### config.mk
export PLATFORM = sky130hd
export DESIGN_NAME = acs_ctrl
export DESIGN_NICKNAME = d
export VERILOG_FILES = /design/src/verilog/acs_pkg.sv /design/src/verilog/acs_ctrl.sv
export SDC_FILE = /design/constraint.sdc
export NUM_CORES = 1
export LEC_CHECK = 0
export BUFFER_PORTS_ARGS = -buffer_cell sky130_fd_sc_hd__buf_2
export CORE_MARGIN = 3
export CORE_UTILIZATION = 50
export CTS_BUF_LIST = sky130_fd_sc_hd__clkbuf_8 sky130_fd_sc_hd__clkbuf_16
export CTS_CLUSTER_DIAMETER = 120
export DETAILED_ROUTE_END_ITERATION = 6
export PLACE_DENSITY_LB_ADDON = 0.12
export SYNTH_ARGS = -nofsm -noshare
export SYNTH_HDL_FRONTEND = slang
export SYNTH_SLANG_ARGS = --single-unit
### constraint.sdc
create_clock -name clk_sys -period 4.6 [get_ports clk_sys]
set_input_delay 0.23 -clock clk_sys [delete_from_list [all_inputs] [get_ports clk_sys]]
set_output_delay 0.23 -clock clk_sys [all_outputs]
set_load 0.02 [all_outputs]
### src/verilog/acs_pkg.sv
package acs_pkg;
  // Register indices on the plain port
  localparam logic [1:0] ADDR_CSR = 2'h0;
  localparam logic [1:0] ADDR_CTRL = 2'h1;
  localparam logic [1:0] ADDR_IRQ_STAT = 2'h2;
  localparam logic [1:0] ADDR_IRQ_MASK = 2'h3;
  // Control/status field positions
  localparam int CSR_END_FLAG = 7;
  localparam int CSR_IRQ_EN = 6;
  localparam int CSR_START = 5;
  localparam int CSR_CLK_EXT = 4;
  // Trigger/clock control field positions
  localparam int CTRL_SCAN_EN = 5;
  localparam int CTRL_SCAN_SIZE = 4;
  localparam int CTRL_CLK_HI = 3;
  localparam int CTRL_CLK_LO = 2;
  localparam int CTRL_AUTO_CLR = 1;
  // Reset values
  localparam logic [7:0] CSR_RESET = 8'h00;
  localparam logic [7:0] CTRL_RESET = 8'h00;
  // Default model conversion time in system cycles
  localparam int CONV_TIME_NS = 245;
  localparam int CLK_PERIOD_NS = 5;
  localparam int CONV_CYCLES = CONV_TIME_NS / CLK_PERIOD_NS;

  typedef enum logic [1:0] {
    ST_IDLE = 2'h0,
    ST_CONV = 2'h1,
    ST_DONE = 2'h2
  } acs_state_t;

  typedef struct packed {
    logic [1:0] addr;
    logic [7:0] wdata;
    logic wr;
    logic rd;
  } acs_bus_t;
endpackage

### src/verilog/acs_ctrl.sv
// Our own choices: strobed register access and the placing of the registers.
`timescale 1ns/10ps
module acs_ctrl #(
  parameter int CONV_CYC = acs_pkg::CONV_CYCLES
) (
  input wire logic clk_sys,
  input wire logic rst_n,
  input wire acs_pkg::acs_bus_t bus_in,
  output logic [7:0] rdata,
  output logic conv_end_irq,
  output logic irq,
  output logic conv_busy,
  output logic [3:0] conv_channel,
  output logic conv_strobe,
  output logic [2:0] conv_time_sel
);
  logic end_flag_r;
  logic irq_en_r;
  logic start_r;
  logic clk_ext_r;
  logic [3:0] chan_sel_r;
  logic [7:0] ctrl_r;
  logic flag_seen_r;
  logic [1:0] stat_r;
  logic [1:0] mask_r;
  acs_pkg::acs_state_t state_r;
  logic [3:0] cur_ch_r;
  logic [7:0] cnt_r;
  logic pass_end;
  logic [3:0] first_ch;
  logic scan_mode;
  logic wr_csr;
  logic finish_r;
  logic auto_clr;
  logic set_flag;

  assign wr_csr = bus_in.wr && bus_in.addr == acs_pkg::ADDR_CSR;
  assign scan_mode = ctrl_r[acs_pkg::CTRL_SCAN_EN];

  // First channel of the sequence per mode
  always_comb begin
    if (!scan_mode) begin
      first_ch = chan_sel_r;
    end else if (ctrl_r[acs_pkg::CTRL_SCAN_SIZE]) begin
      first_ch = {chan_sel_r[3], 3'h0};
    end else begin
      first_ch = {chan_sel_r[3:2], 2'h0};
    end
  end

  assign pass_end = state_r == acs_pkg::ST_CONV && cnt_r == 8'h00 && cur_ch_r == chan_sel_r;
  // Auto clear in single mode or scan with auto clear, a cycle before the flag
  assign auto_clr = pass_end && (!scan_mode || ctrl_r[acs_pkg::CTRL_AUTO_CLR]);
  assign set_flag = finish_r;

  // Delayed pass end marks the flag set one cycle after start clears
  always_ff @(posedge clk_sys) begin
    if (!rst_n) begin
      finish_r <= 1'b0;
    end else begin
      finish_r <= pass_end;
    end
  end

  // Read-of-one tracking for the end flag clear handshake
  always_ff @(posedge clk_sys) begin
    if (!rst_n) begin
      flag_seen_r <= 1'b0;
    end else if (bus_in.rd && bus_in.addr == acs_pkg::ADDR_CSR && end_flag_r) begin
      flag_seen_r <= 1'b1;
    end else if (wr_csr && !bus_in.wdata[acs_pkg::CSR_END_FLAG]) begin
      flag_seen_r <= 1'b0;
    end
  end

  // End flag: set wins over clear so no completion is lost
  always_ff @(posedge clk_sys) begin
    if (!rst_n) begin
      end_flag_r <= 1'b0;
    end else if (set_flag) begin
      end_flag_r <= 1'b1;
    end else if (wr_csr && !bus_in.wdata[acs_pkg::CSR_END_FLAG] && flag_seen_r) begin
      end_flag_r <= 1'b0;
    end
  end

  // Software fields of the control/status register
  always_ff @(posedge clk_sys) begin
    if (!rst_n) begin
      irq_en_r <= 1'b0;
      clk_ext_r <= 1'b0;
      chan_sel_r <= 4'h0;
    end else if (wr_csr) begin
      irq_en_r <= bus_in.wdata[acs_pkg::CSR_IRQ_EN];
      clk_ext_r <= bus_in.wdata[acs_pkg::CSR_CLK_EXT];
      chan_sel_r <= bus_in.wdata[3:0];
    end
  end

  // Start bit: software write beats the automatic clear
  always_ff @(posedge clk_sys) begin
    if (!rst_n) begin
      start_r <= 1'b0;
    end else if (wr_csr) begin
      start_r <= bus_in.wdata[acs_pkg::CSR_START];
    end else if (auto_clr) begin
      start_r <= 1'b0;
    end
  end

  // Trigger/clock control register, all eight bits written, reserved bit 0 included
  always_ff @(posedge clk_sys) begin
    if (!rst_n) begin
      ctrl_r <= acs_pkg::CTRL_RESET;
    end else if (bus_in.wr && bus_in.addr == acs_pkg::ADDR_CTRL) begin
      ctrl_r <= bus_in.wdata;
    end
  end

  // Conversion sequencer; the counter models conversion time only
  always_ff @(posedge clk_sys) begin
    if (!rst_n) begin
      state_r <= acs_pkg::ST_IDLE;
      cur_ch_r <= 4'h0;
      cnt_r <= 8'h00;
    end else if (!start_r || (wr_csr && !bus_in.wdata[acs_pkg::CSR_START])) begin
      state_r <= acs_pkg::ST_IDLE;
    end else begin
      case (state_r)
        acs_pkg::ST_IDLE: begin
          state_r <= acs_pkg::ST_CONV;
          cur_ch_r <= first_ch;
          cnt_r <= 8'(CONV_CYC - 1);
        end
        acs_pkg::ST_CONV: begin
          if (cnt_r != 8'h00) begin
            cnt_r <= cnt_r - 8'h01;
          end else if (auto_clr) begin
            state_r <= acs_pkg::ST_DONE;
          end else begin
            // Ascending order, wrap to the lowest selected channel
            cur_ch_r <= (cur_ch_r == chan_sel_r) ? first_ch : cur_ch_r + 4'h1;
            cnt_r <= 8'(CONV_CYC - 1);
          end
        end
        acs_pkg::ST_DONE: begin
          state_r <= acs_pkg::ST_IDLE;
        end
        default: begin
          state_r <= acs_pkg::ST_IDLE;
        end
      endcase
    end
  end

  // Interrupt status (bit0 end event), write one to clear, set wins
  always_ff @(posedge clk_sys) begin
    if (!rst_n) begin
      stat_r <= 2'h0;
      mask_r <= 2'h0;
    end else begin
      if (bus_in.wr && bus_in.addr == acs_pkg::ADDR_IRQ_MASK) begin
        mask_r <= bus_in.wdata[1:0];
      end
      for (int i = 0; i < 2; i++) begin
        if ((i == 0 && set_flag) || (i == 1 && auto_clr)) begin
          stat_r[i] <= 1'b1;
        end else if (bus_in.wr && bus_in.addr == acs_pkg::ADDR_IRQ_STAT && bus_in.wdata[i]) begin
          stat_r[i] <= 1'b0;
        end
      end
    end
  end

  // Registered outputs
  always_ff @(posedge clk_sys) begin
    if (!rst_n) begin
      rdata <= 8'h00;
      conv_end_irq <= 1'b0;
      irq <= 1'b0;
      conv_busy <= 1'b0;
      conv_channel <= 4'h0;
      conv_strobe <= 1'b0;
      conv_time_sel <= 3'h0;
    end else begin
      conv_end_irq <= end_flag_r && irq_en_r;
      irq <= |(stat_r & mask_r);
      conv_busy <= state_r == acs_pkg::ST_CONV;
      conv_channel <= cur_ch_r;
      conv_strobe <= state_r == acs_pkg::ST_CONV && cnt_r == 8'h00;
      conv_time_sel <= {clk_ext_r, ctrl_r[acs_pkg::CTRL_CLK_HI], ctrl_r[acs_pkg::CTRL_CLK_LO]};
      rdata <= 8'h00;
      if (bus_in.rd) begin
        case (bus_in.addr)
          acs_pkg::ADDR_CSR: rdata <= {end_flag_r, irq_en_r, start_r, clk_ext_r, chan_sel_r};
          acs_pkg::ADDR_CTRL: rdata <= ctrl_r;
          acs_pkg::ADDR_IRQ_STAT: rdata <= {6'h00, stat_r};
          acs_pkg::ADDR_IRQ_MASK: rdata <= {6'h00, mask_r};
          default: rdata <= 8'h00;
        endcase
      end
    end
  end
endmodule

==> results of run 1 <==
per-layer routing:
| layer | part of all wire [%] | GRT usage (%) | vias to the layer above |
|---|---|---|---|
| met5 | 0 | 0 | - |
| met4 | 2.0 | 8.25 | 0 |
| met3 | 5.2 | 4.10 | 9 |
| met2 | 47 | 30.4 | 53 |
| met1 | 46 | 24.1 | 884 |
| li1 | - | - | 910 |
layout by cell type (no fill, tap or decap), types with 2 or more instances in the layout:
cell / count
nor3b_1: 2
clkbuf_8: 5
nand3b_1: 2
ha_1: 3
o21ai_1: 2
dfxtp_1: 55
mux4_2: 2
o21ai_0: 6
xor2_1: 4
or3b_2: 2
nand3_1: 7
or4_1: 2
nand2b_1: 2
o211ai_1: 2
nand2_1: 25
nor3_1: 6
a31oi_1: 3
nor2_1: 30
and3_1: 4
mux2i_1: 16
nor2b_1: 3
inv_1: 5
a21oi_1: 17
nand4b_1: 3
or3_1: 3
and2_1: 8
buf_2: 32
o221a_2: 2
o31ai_1: 2
per-stage QoR:
stage | setup WS [ns] | cell area, sq um | utilization [%] | std cells | hold slack (ns)
floorplan | 2.54 | 2300 | - | 246 | 0.366
global placement | 2.25 | 2460 | 55.6 | 317 | 0.446
detailed placement | 2.19 | 2460 | 55.6 | 317 | 0.453
CTS | 2.17 | 2540 | 57.6 | 325 | 0.158
global route | 2.04 | 2540 | 57.6 | 325 | 0.167
finish | 2.14 | 2540 | 57.6 | 325 | 0.162
worst paths after layout:
kind                                  to  slack, ns  cells past startpoint
worst min-delay path            irq_en_r       0.16                      3
worst min register to register  rdata[7]       0.47                      2
worst max register to register  cnt_r[5]       2.14                      7
worst max-delay path            cnt_r[5]       2.14                      7
area by class of cell:
cell class	instances	area, sq um	area share [%]
multi-input cells	173	1110	43.7
flip-flops and latches	55	1100	43.3
repair buffers	32	160	6.30
clock buffers	5	68.8	2.71
well taps	52	65.1	2.56
inverters	5	18.8	0.739
clock inverters	3	16.3	0.640
kinds of logic (layout without fill, tap and decap cells):
family | count (synthesis) | after routing
flip-flops | 55 | 55
buffers and inverters | 18 | 45
multiplexers | 18 | 18
AO/OA/AOI/OAI | 43 | 43
AND/OR/NAND/NOR | 105 | 105
XOR/XNOR | 4 | 4
adder cells (fa/ha/maj) | 3 | 3
state kept, by name, summed over array words and instances, names as in the netlist, 2 cells and up:
| signal | flops |
|---|---|
| chan_sel_r | 4 |
| cnt_r | 8 |
| conv_channel | 4 |
| conv_time_sel | 3 |
| ctrl_r | 8 |
| cur_ch_r | 4 |
| mask_r | 2 |
| rdata | 8 |
| stat_r | 2 |
| state_r | 2 |
report_power, final:
| part | total, mW | switching, mW | internal (mW) |
|---|---|---|---|
| Combinational | 0.0598 | 0.0376 | 0.0222 |
| Sequential | 0.492 | 0.00716 | 0.484 |
| Clock | 0.260 | 0.155 | 0.105 |
| Total | 0.811 | 0.200 | 0.611 |
worst reg2reg max path, cell delays in order (launching register included):
cell and delay, ns:
dfxtp_1 0.34, inv_1 0.11, ha_1 0.16, or4b_4 0.47
or2_1 0.34, o31ai_4 0.54, nor2_1 0.11, o221a_2 0.28
==> results.txt, run 1 <==
Outcome -> completed
Longest Clk Path Bufs -> 2
Clock sinks -> 55
Die footprint -> 5450 sq um
CTS-repair resized insts -> 0
Post-route ant nets -> 0
XOR/XNOR Fraction of Synth Area -> 1.52%
Total congestion overflow -> 0
RSZ-0062 raised after global routing -> no
RR Startpoint -> cnt_r[0]
CORE AREA -> 4410 sq um
Synth Area per Inst -> 9.36 sq um
Achievable Freq -> 407 MHz
Nets -> 289
DP Wirelength -> 3.23 mm
Async SR Flop Fraction -> 0%
Number of synthesized register bits -> 55
Hold Violations, Final -> 0
Post-synth EDFFs -> 0
Arr. time, crit path -> 2.66 ns
DR iter-0 viols -> 79
Final period util -> 53.4%
Setup TNS Final -> 0 ns
N_diodes -> 0
DRC Markers -> 0
Main combinational cell family by area after synthesis -> simple AND/OR/NAND/NOR gates
Worst Hold Launch -> bus_in[8]
Post-synthesis simple-gate area fraction -> 23.6%
Number of buffers created by CTS -> 5
Post-synthesis compound-gate area fraction -> 12.6%
Critical Path RT -> 4.80 ns
Endpoints failing setup -> 0
Layout cells sized above 1 -> 19.0%
Largest net degree at the start of global routing -> 29
Layout filler cell count -> 407
Area grow syn2layout -> 10.4%
Clk Tree Root Cell -> clkbuf_8
Sequential share of the synthesized area -> 47.8%
Gpl congestion -> 0.834
Post-synthesis adder-cell area fraction -> 1.63%
Crit. End Element -> register
Hold Path Class -> input port to register
Fin crit period -> 2.46 ns
Crit Path Class -> register to register
Synth Instances -> 246
CP Max Fanout -> 14
Most frequent cells after synthesis -> dfxtp_1 (55), nor2_1 (30), nand2_1 (25)
Die Ht -> 73.9 um
H-Tree Depth -> 2
Pre-antenna DRT Iters -> 4
Post-CTS Hold Buffers -> 0
Via Count -> 1,856
Worst path slowest cell -> o31ai_4
Max_cap viols -> 0
Prevailing post-synth register cell -> dfxtp_1
Post-synth top area share -> 47.8%
Clk_skew -> 0.00606 ns
Critical Path Start -> cnt_r[0]
First-pass GRT wire length -> 7.95 mm
Vias per cell -> 5.71
Max transition margin -> 38.5%
Cell variety after synth -> 46
Synth area leader -> dfxtp_1
Die width -> 73.9 um
Slew @ Worst Pin -> 0.921 ns
Pins Over Slew Limit -> 0
Setup crit start kind -> register
Total power -> 811 uW
VDD IR max -> 0.000168 V
Mux contribution to synthesized area -> 8.91%
Post-Synthesis Cell Area -> 2300 sq um
Worst-path cell chain -> inv_1 > ha_1 > or4b_4 > or2_1 > o31ai_4 > nor2_1 > o221a_2
Port Buffers -> 32
Clk slew on worst S/H paths -> 0.09 ns
Num ports -> 33
Ys Warns -> 0
Clock latency on the worst-skew pair -> 0.31 ns
GRT Overall Usage -> 18.9%
CP delay by family, top -> simple AND/OR/NAND/NOR gates
Initial antenna violation count -> 0
CTS tree -> done
Initial Util -> 52.2%
Leak -> 1.10 nW
Net count after synthesis -> 263
Std-Cell Rows -> 24
Final wirelength -> 4.73 mm
Vias in the first global route -> 1,742
P per Cell Area -> 319 nW/um^2
Critical path buffers and inverters -> 1
Worst stage delay on the critical path -> 0.54 ns
Most common cell in the synthesized netlist -> dfxtp_1
Synth top area cells -> dfxtp_1 (48%), mux2i_1 (7.0%), nor2_1 (4.9%)
Setup Buffers After CTS -> 0
Avg WL per Cell -> 14.6 um
Power figures use the tool's default switching activity.
==> inputs of run 2 (changes only) <==
==> constraint.sdc (replaced) <==
create_clock -name clk_sys -period 2.18 [get_ports clk_sys]
set_input_delay 0.109 -clock clk_sys [delete_from_list [all_inputs] [get_ports clk_sys]]
set_output_delay 0.109 -clock clk_sys [all_outputs]
set_load 0.02 [all_outputs]
==> results.txt, run 2 (synthesis gave the netlist of run 1 again) <==
Leak -> 1.19 nW
Total congestion overflow -> 0
Via Count -> 1,868
CORE AREA -> 4410 sq um
P per Cell Area -> 641 nW/um^2
Layout cells sized above 1 -> 26.2%
H-Tree Depth -> 2
First-pass GRT wire length -> 8.31 mm
Max_cap viols -> 0
Worst Hold Margin -> 0.0452 ns
Hold Path Depth -> 3
CP Max Fanout -> 7
Die Ht -> 73.9 um
Hold Violations, Final -> 0
Met3 WL -> 269 um
Achievable Freq -> 473 MHz
Critical Path RT -> 2.36 ns
Area grow syn2layout -> 16.7%
Vias in the first global route -> 1,756
DP Wirelength -> 3.51 mm
Clk_skew -> 0.00561 ns
Clk Tree Root Cell -> clkbuf_8
N_diodes -> 0
Crit. End Element -> register
Post-route ant nets -> 0
Nets -> 306
Pre-antenna DRT Iters -> 4
Port Buffers -> 32
Final wirelength -> 4.94 mm
M1 wire length -> 2.25 mm
DR iter-0 viols -> 107
Longest Clk Path Bufs -> 2
Total power -> 1.72 mW
Outcome -> completed
Hold Path Class -> input port to register
Clock sinks -> 55
VDD IR max -> 0.000325 V
Initial Util -> 52.2%
Reg2Reg Depth -> 8
Avg WL per Cell -> 14.4 um
Post-CTS Hold Buffers -> 0
Commonest non-fill, non-tap cell in the layout -> dfxtp_1
Endpoints failing setup -> 0
Die width -> 73.9 um
Slew @ Worst Pin -> 0.591 ns
Std-Cell Rows -> 24
Met2 wire length -> 2.39 mm
DRC Markers -> 0
Vias per cell -> 5.46
GRT Overall Usage -> 19.8%
Fin crit period -> 2.11 ns
Pins Over Slew Limit -> 0
Setup TNS Final -> 0 ns
Gpl congestion -> 0.888
Number of buffers created by CTS -> 5
Die footprint -> 5450 sq um
Top Registers -> cnt_r: 8 flops, ctrl_r: 8 flops, rdata: 8 flops
Layout filler cell count -> 393
Clk slew on worst S/H paths -> 0.10 ns
Arr. time, crit path -> 2.29 ns
Most frequent cells in the layout -> dfxtp_1 (53), buf_2 (32), nor2_1 (30)
Largest net degree at the start of global routing -> 29
Clock latency on the worst-skew pair -> 0.31 ns
CTS tree -> done
Setup crit start kind -> register
Final period util -> 96.9%
Num ports -> 33
Max Used Layer -> met4
Max transition margin -> 60.5%
Initial antenna violation count -> 0
Crit Path Class -> register to register
run 2: cell type report:
type / count / area [sq um] / share of cell area (%)
clock inverter: 3 / 16.3 / 0.605
tap: 52 / 65.1 / 2.42
multi-input combinational: 173 / 1120 / 41.6
clock buffer: 5 / 68.8 / 2.56
timing repair buffer: 49 / 292 / 10.9
inverter: 5 / 21.3 / 0.792
sequential: 55 / 1110 / 41.2
run 2: worst max-delay path, cell delays in order (launching register included):
cell	delay, ns
dfxtp_4	0.37
inv_4	0.06
ha_2	0.16
or4b_4	0.47
or2_4	0.28
o31ai_4	0.32
buf_6	0.17
or3_1	0.10
a21oi_1	0.05
run 2: through the flow:
step	utilization (%)	worst slack [ns]	cells	area, sq um
after floorplan	-	0.122	246	2300
after global placement	58.2	0.0694	332	2570
after detailed placement	58.2	0.0166	332	2570
after CTS	60.2	0.0571	340	2660
after global routing	60.9	-0.0222	342	2690
final	60.9	0.0668	342	2690
run 2: final timing paths:
path	startpoint	to	slack, ns
hold / removal	bus_in[5]	chan_sel_r[3]	0.05
setup reg to reg	cnt_r[0]	cnt_r[1]	0.07
hold reg to reg	ctrl_r[7]	rdata[7]	0.46
setup / recovery	cnt_r[0]	cnt_r[1]	0.07
run 2: what timing repair did:
action | CTS | global route
cloned | 0 | 0
gates resized for setup | 1 | 9
pin swaps | 0 | 3
setup buffers | 0 | 2
setup endpoints to repair | 1 | 12
run 2: power by group:
part	internal, mW	switching [mW]	leakage [nW]
clock network	0.221	0.326	0.0453
registers	1.02	0.0129	0.446
logic	0.0568	0.0837	0.701
total	1.30	0.422	1.19
run 2: layer usage:
metal  up-vias  global-route usage, %
met5         -                      0
met4         0                   6.04
met3         2                   4.24
met2        48                   32.7
met1       868                   25.8
li1        950                      -
==> inputs of run 3 (changes only) <==
--- a/config.mk
+++ b/config.mk
@@ -6,8 +6,10 @@
 export NUM_CORES = 1
 export LEC_CHECK = 0
 export BUFFER_PORTS_ARGS = -buffer_cell sky130_fd_sc_hd__buf_2
+export CELL_PAD_IN_SITES_DETAIL_PLACEMENT = 2
+export CELL_PAD_IN_SITES_GLOBAL_PLACEMENT = 2
 export CORE_MARGIN = 3
-export CORE_UTILIZATION = 50
+export CORE_UTILIZATION = 31
 export CTS_BUF_LIST = sky130_fd_sc_hd__clkbuf_8 sky130_fd_sc_hd__clkbuf_16
 export CTS_CLUSTER_DIAMETER = 120
 export DETAILED_ROUTE_END_ITERATION = 6
@@ -15,3 +17,4 @@
 export SYNTH_ARGS = -nofsm -noshare
 export SYNTH_HDL_FRONTEND = slang
 export SYNTH_SLANG_ARGS = --single-unit
+export TNS_END_PERCENT = 20
==> results.txt, run 3 (synthesis gave the netlist of run 1 again) <==
Total congestion overflow -> 0
Std-Cell Rows -> 30
Nets -> 309
Pre-antenna DRT Iters -> 4
Avg WL per Cell -> 16.8 um
Largest net degree at the start of global routing -> 29
Arr. time, crit path -> 2.32 ns
Setup TNS Final -> 0 ns
Port Buffers -> 32
Pins Over Slew Limit -> 0
Die width -> 92.2 um
Commonest non-fill, non-tap cell in the layout -> dfxtp_1
Max transition margin -> 55.4%
H-Tree Depth -> 2
Max_cap viols -> 0
Fin crit period -> 2.11 ns
Final wirelength -> 6.55 mm
Die footprint -> 8500 sq um
Layout cells sized above 1 -> 27.0%
N_diodes -> 0
P per Cell Area -> 640 nW/um^2
Via Count -> 1,959
Layout filler cell count -> 805
Gpl congestion -> 0.860
DRC Markers -> 0
CP Max Fanout -> 7
Longest Clk Path Bufs -> 2
Outcome -> completed
Num ports -> 33
Die Ht -> 92.2 um
Clk_skew -> 0.00653 ns
Top Registers -> cnt_r: 8 flops, ctrl_r: 8 flops, rdata: 8 flops
Clock latency on the worst-skew pair -> 0.31 ns
Clk Tree Root Cell -> clkbuf_8
Critical Path RT -> 2.39 ns
Clock sinks -> 55
CORE AREA -> 6980 sq um
Initial antenna violation count -> 0
Leak -> 1.22 nW
VDD IR max -> 0.000206 V
FF/Latch Area -> 1100 sq um
Crit. End Element -> register
Post-CTS Hold Buffers -> 0
DP Wirelength -> 4.83 mm
Hold Path Class -> input port to register
DR iter-0 viols -> 45
Post-route ant nets -> 0
CTS tree -> done
Most frequent cells in the layout -> dfxtp_1 (53), buf_2 (32), nor2_1 (30)
Number of buffers created by CTS -> 5
Final period util -> 96.7%
Area grow syn2layout -> 20.7%
Vias in the first global route -> 2,069
GRT Overall Usage -> 16.1%
Achievable Freq -> 475 MHz
Core Util, Final -> 39.8%
Vias per cell -> 5.04
First-pass GRT wire length -> 10.8 mm
Multi-input gate area -> 1120 sq um
Clk slew on worst S/H paths -> 0.10 ns
Initial Util -> 33.0%
Endpoints failing setup -> 0
Crit Path Class -> register to register
Hold Violations, Final -> 0
RSZ-0062 raised after global routing -> no
Slew @ Worst Pin -> 0.666 ns
Setup crit start kind -> register
[run 3: routing by layer]
metal / wire, um / vias to the layer above / global-route usage [%]
li1: - / 947 / -
met4: 51 / 0 / 4.08
met5: 0 / - / 0
met2: 3190 / 28 / 27.7
met3: 160 / 4 / 2.79
met1: 3140 / 980 / 20.8
[run 3: path summary, 6_finish.rpt]
path / end / depth (start not counted) / slack, ns / start
setup reg to reg: cnt_r[4] / 7 / 0.07 / cnt_r[1]
hold reg to reg: rdata[7] / 2 / 0.47 / ctrl_r[7]
hold / removal: irq_en_r / 3 / 0.06 / bus_in[8]
setup / recovery: cnt_r[4] / 7 / 0.07 / cnt_r[1]
[run 3: power by group]
| group | switching (mW) | internal (mW) | leakage (nW) |
|---|---|---|---|
| clock | 0.336 | 0.257 | 0.0526 |
| combinational | 0.0931 | 0.0582 | 0.722 |
| sequential | 0.0124 | 1.02 | 0.446 |
| total | 0.442 | 1.34 | 1.22 |
[run 3: worst max-delay path: stages (launching register included)]
cell	delay [ns]
dfxtp_2	0.35
inv_2	0.06
ha_2	0.16
or4b_4	0.48
or2_4	0.29
o31ai_4	0.32
a21oi_1	0.10
o221a_2	0.28
[run 3: cell type report]
cell class                 instances  area share [%]
clock inverter                     2           0.450
clock buffer                       6            2.97
inverter                           5           0.675
timing repair buffer              52            11.4
multi-input combinational        173            40.4
tap                               96            4.32
sequential                        55            39.7
[run 3: timing repair]
item | 4_1_cts | 5_1_grt
gates cloned | 0 | 0
pin swaps | 1 | 2
resized for setup | 2 | 7
setup endpoints to repair | 3 | 11
hold endpoints to repair | 0 | 0
setup buffers | 0 | 1
[run 3: through the flow]
step,instance area (sq um),instances,hold slack (ns),power (mW),setup WS [ns]
detailed placement,2650,380,0.375,1.21,-0.000165
CTS,2760,388,0.0417,1.81,0.0151
global placement,2650,380,0.360,1.20,0.0816
global route,2780,389,0.0565,1.86,0.00870
floorplan,2300,246,0.245,1.15,0.122
finish,2780,389,0.0555,1.78,0.0728
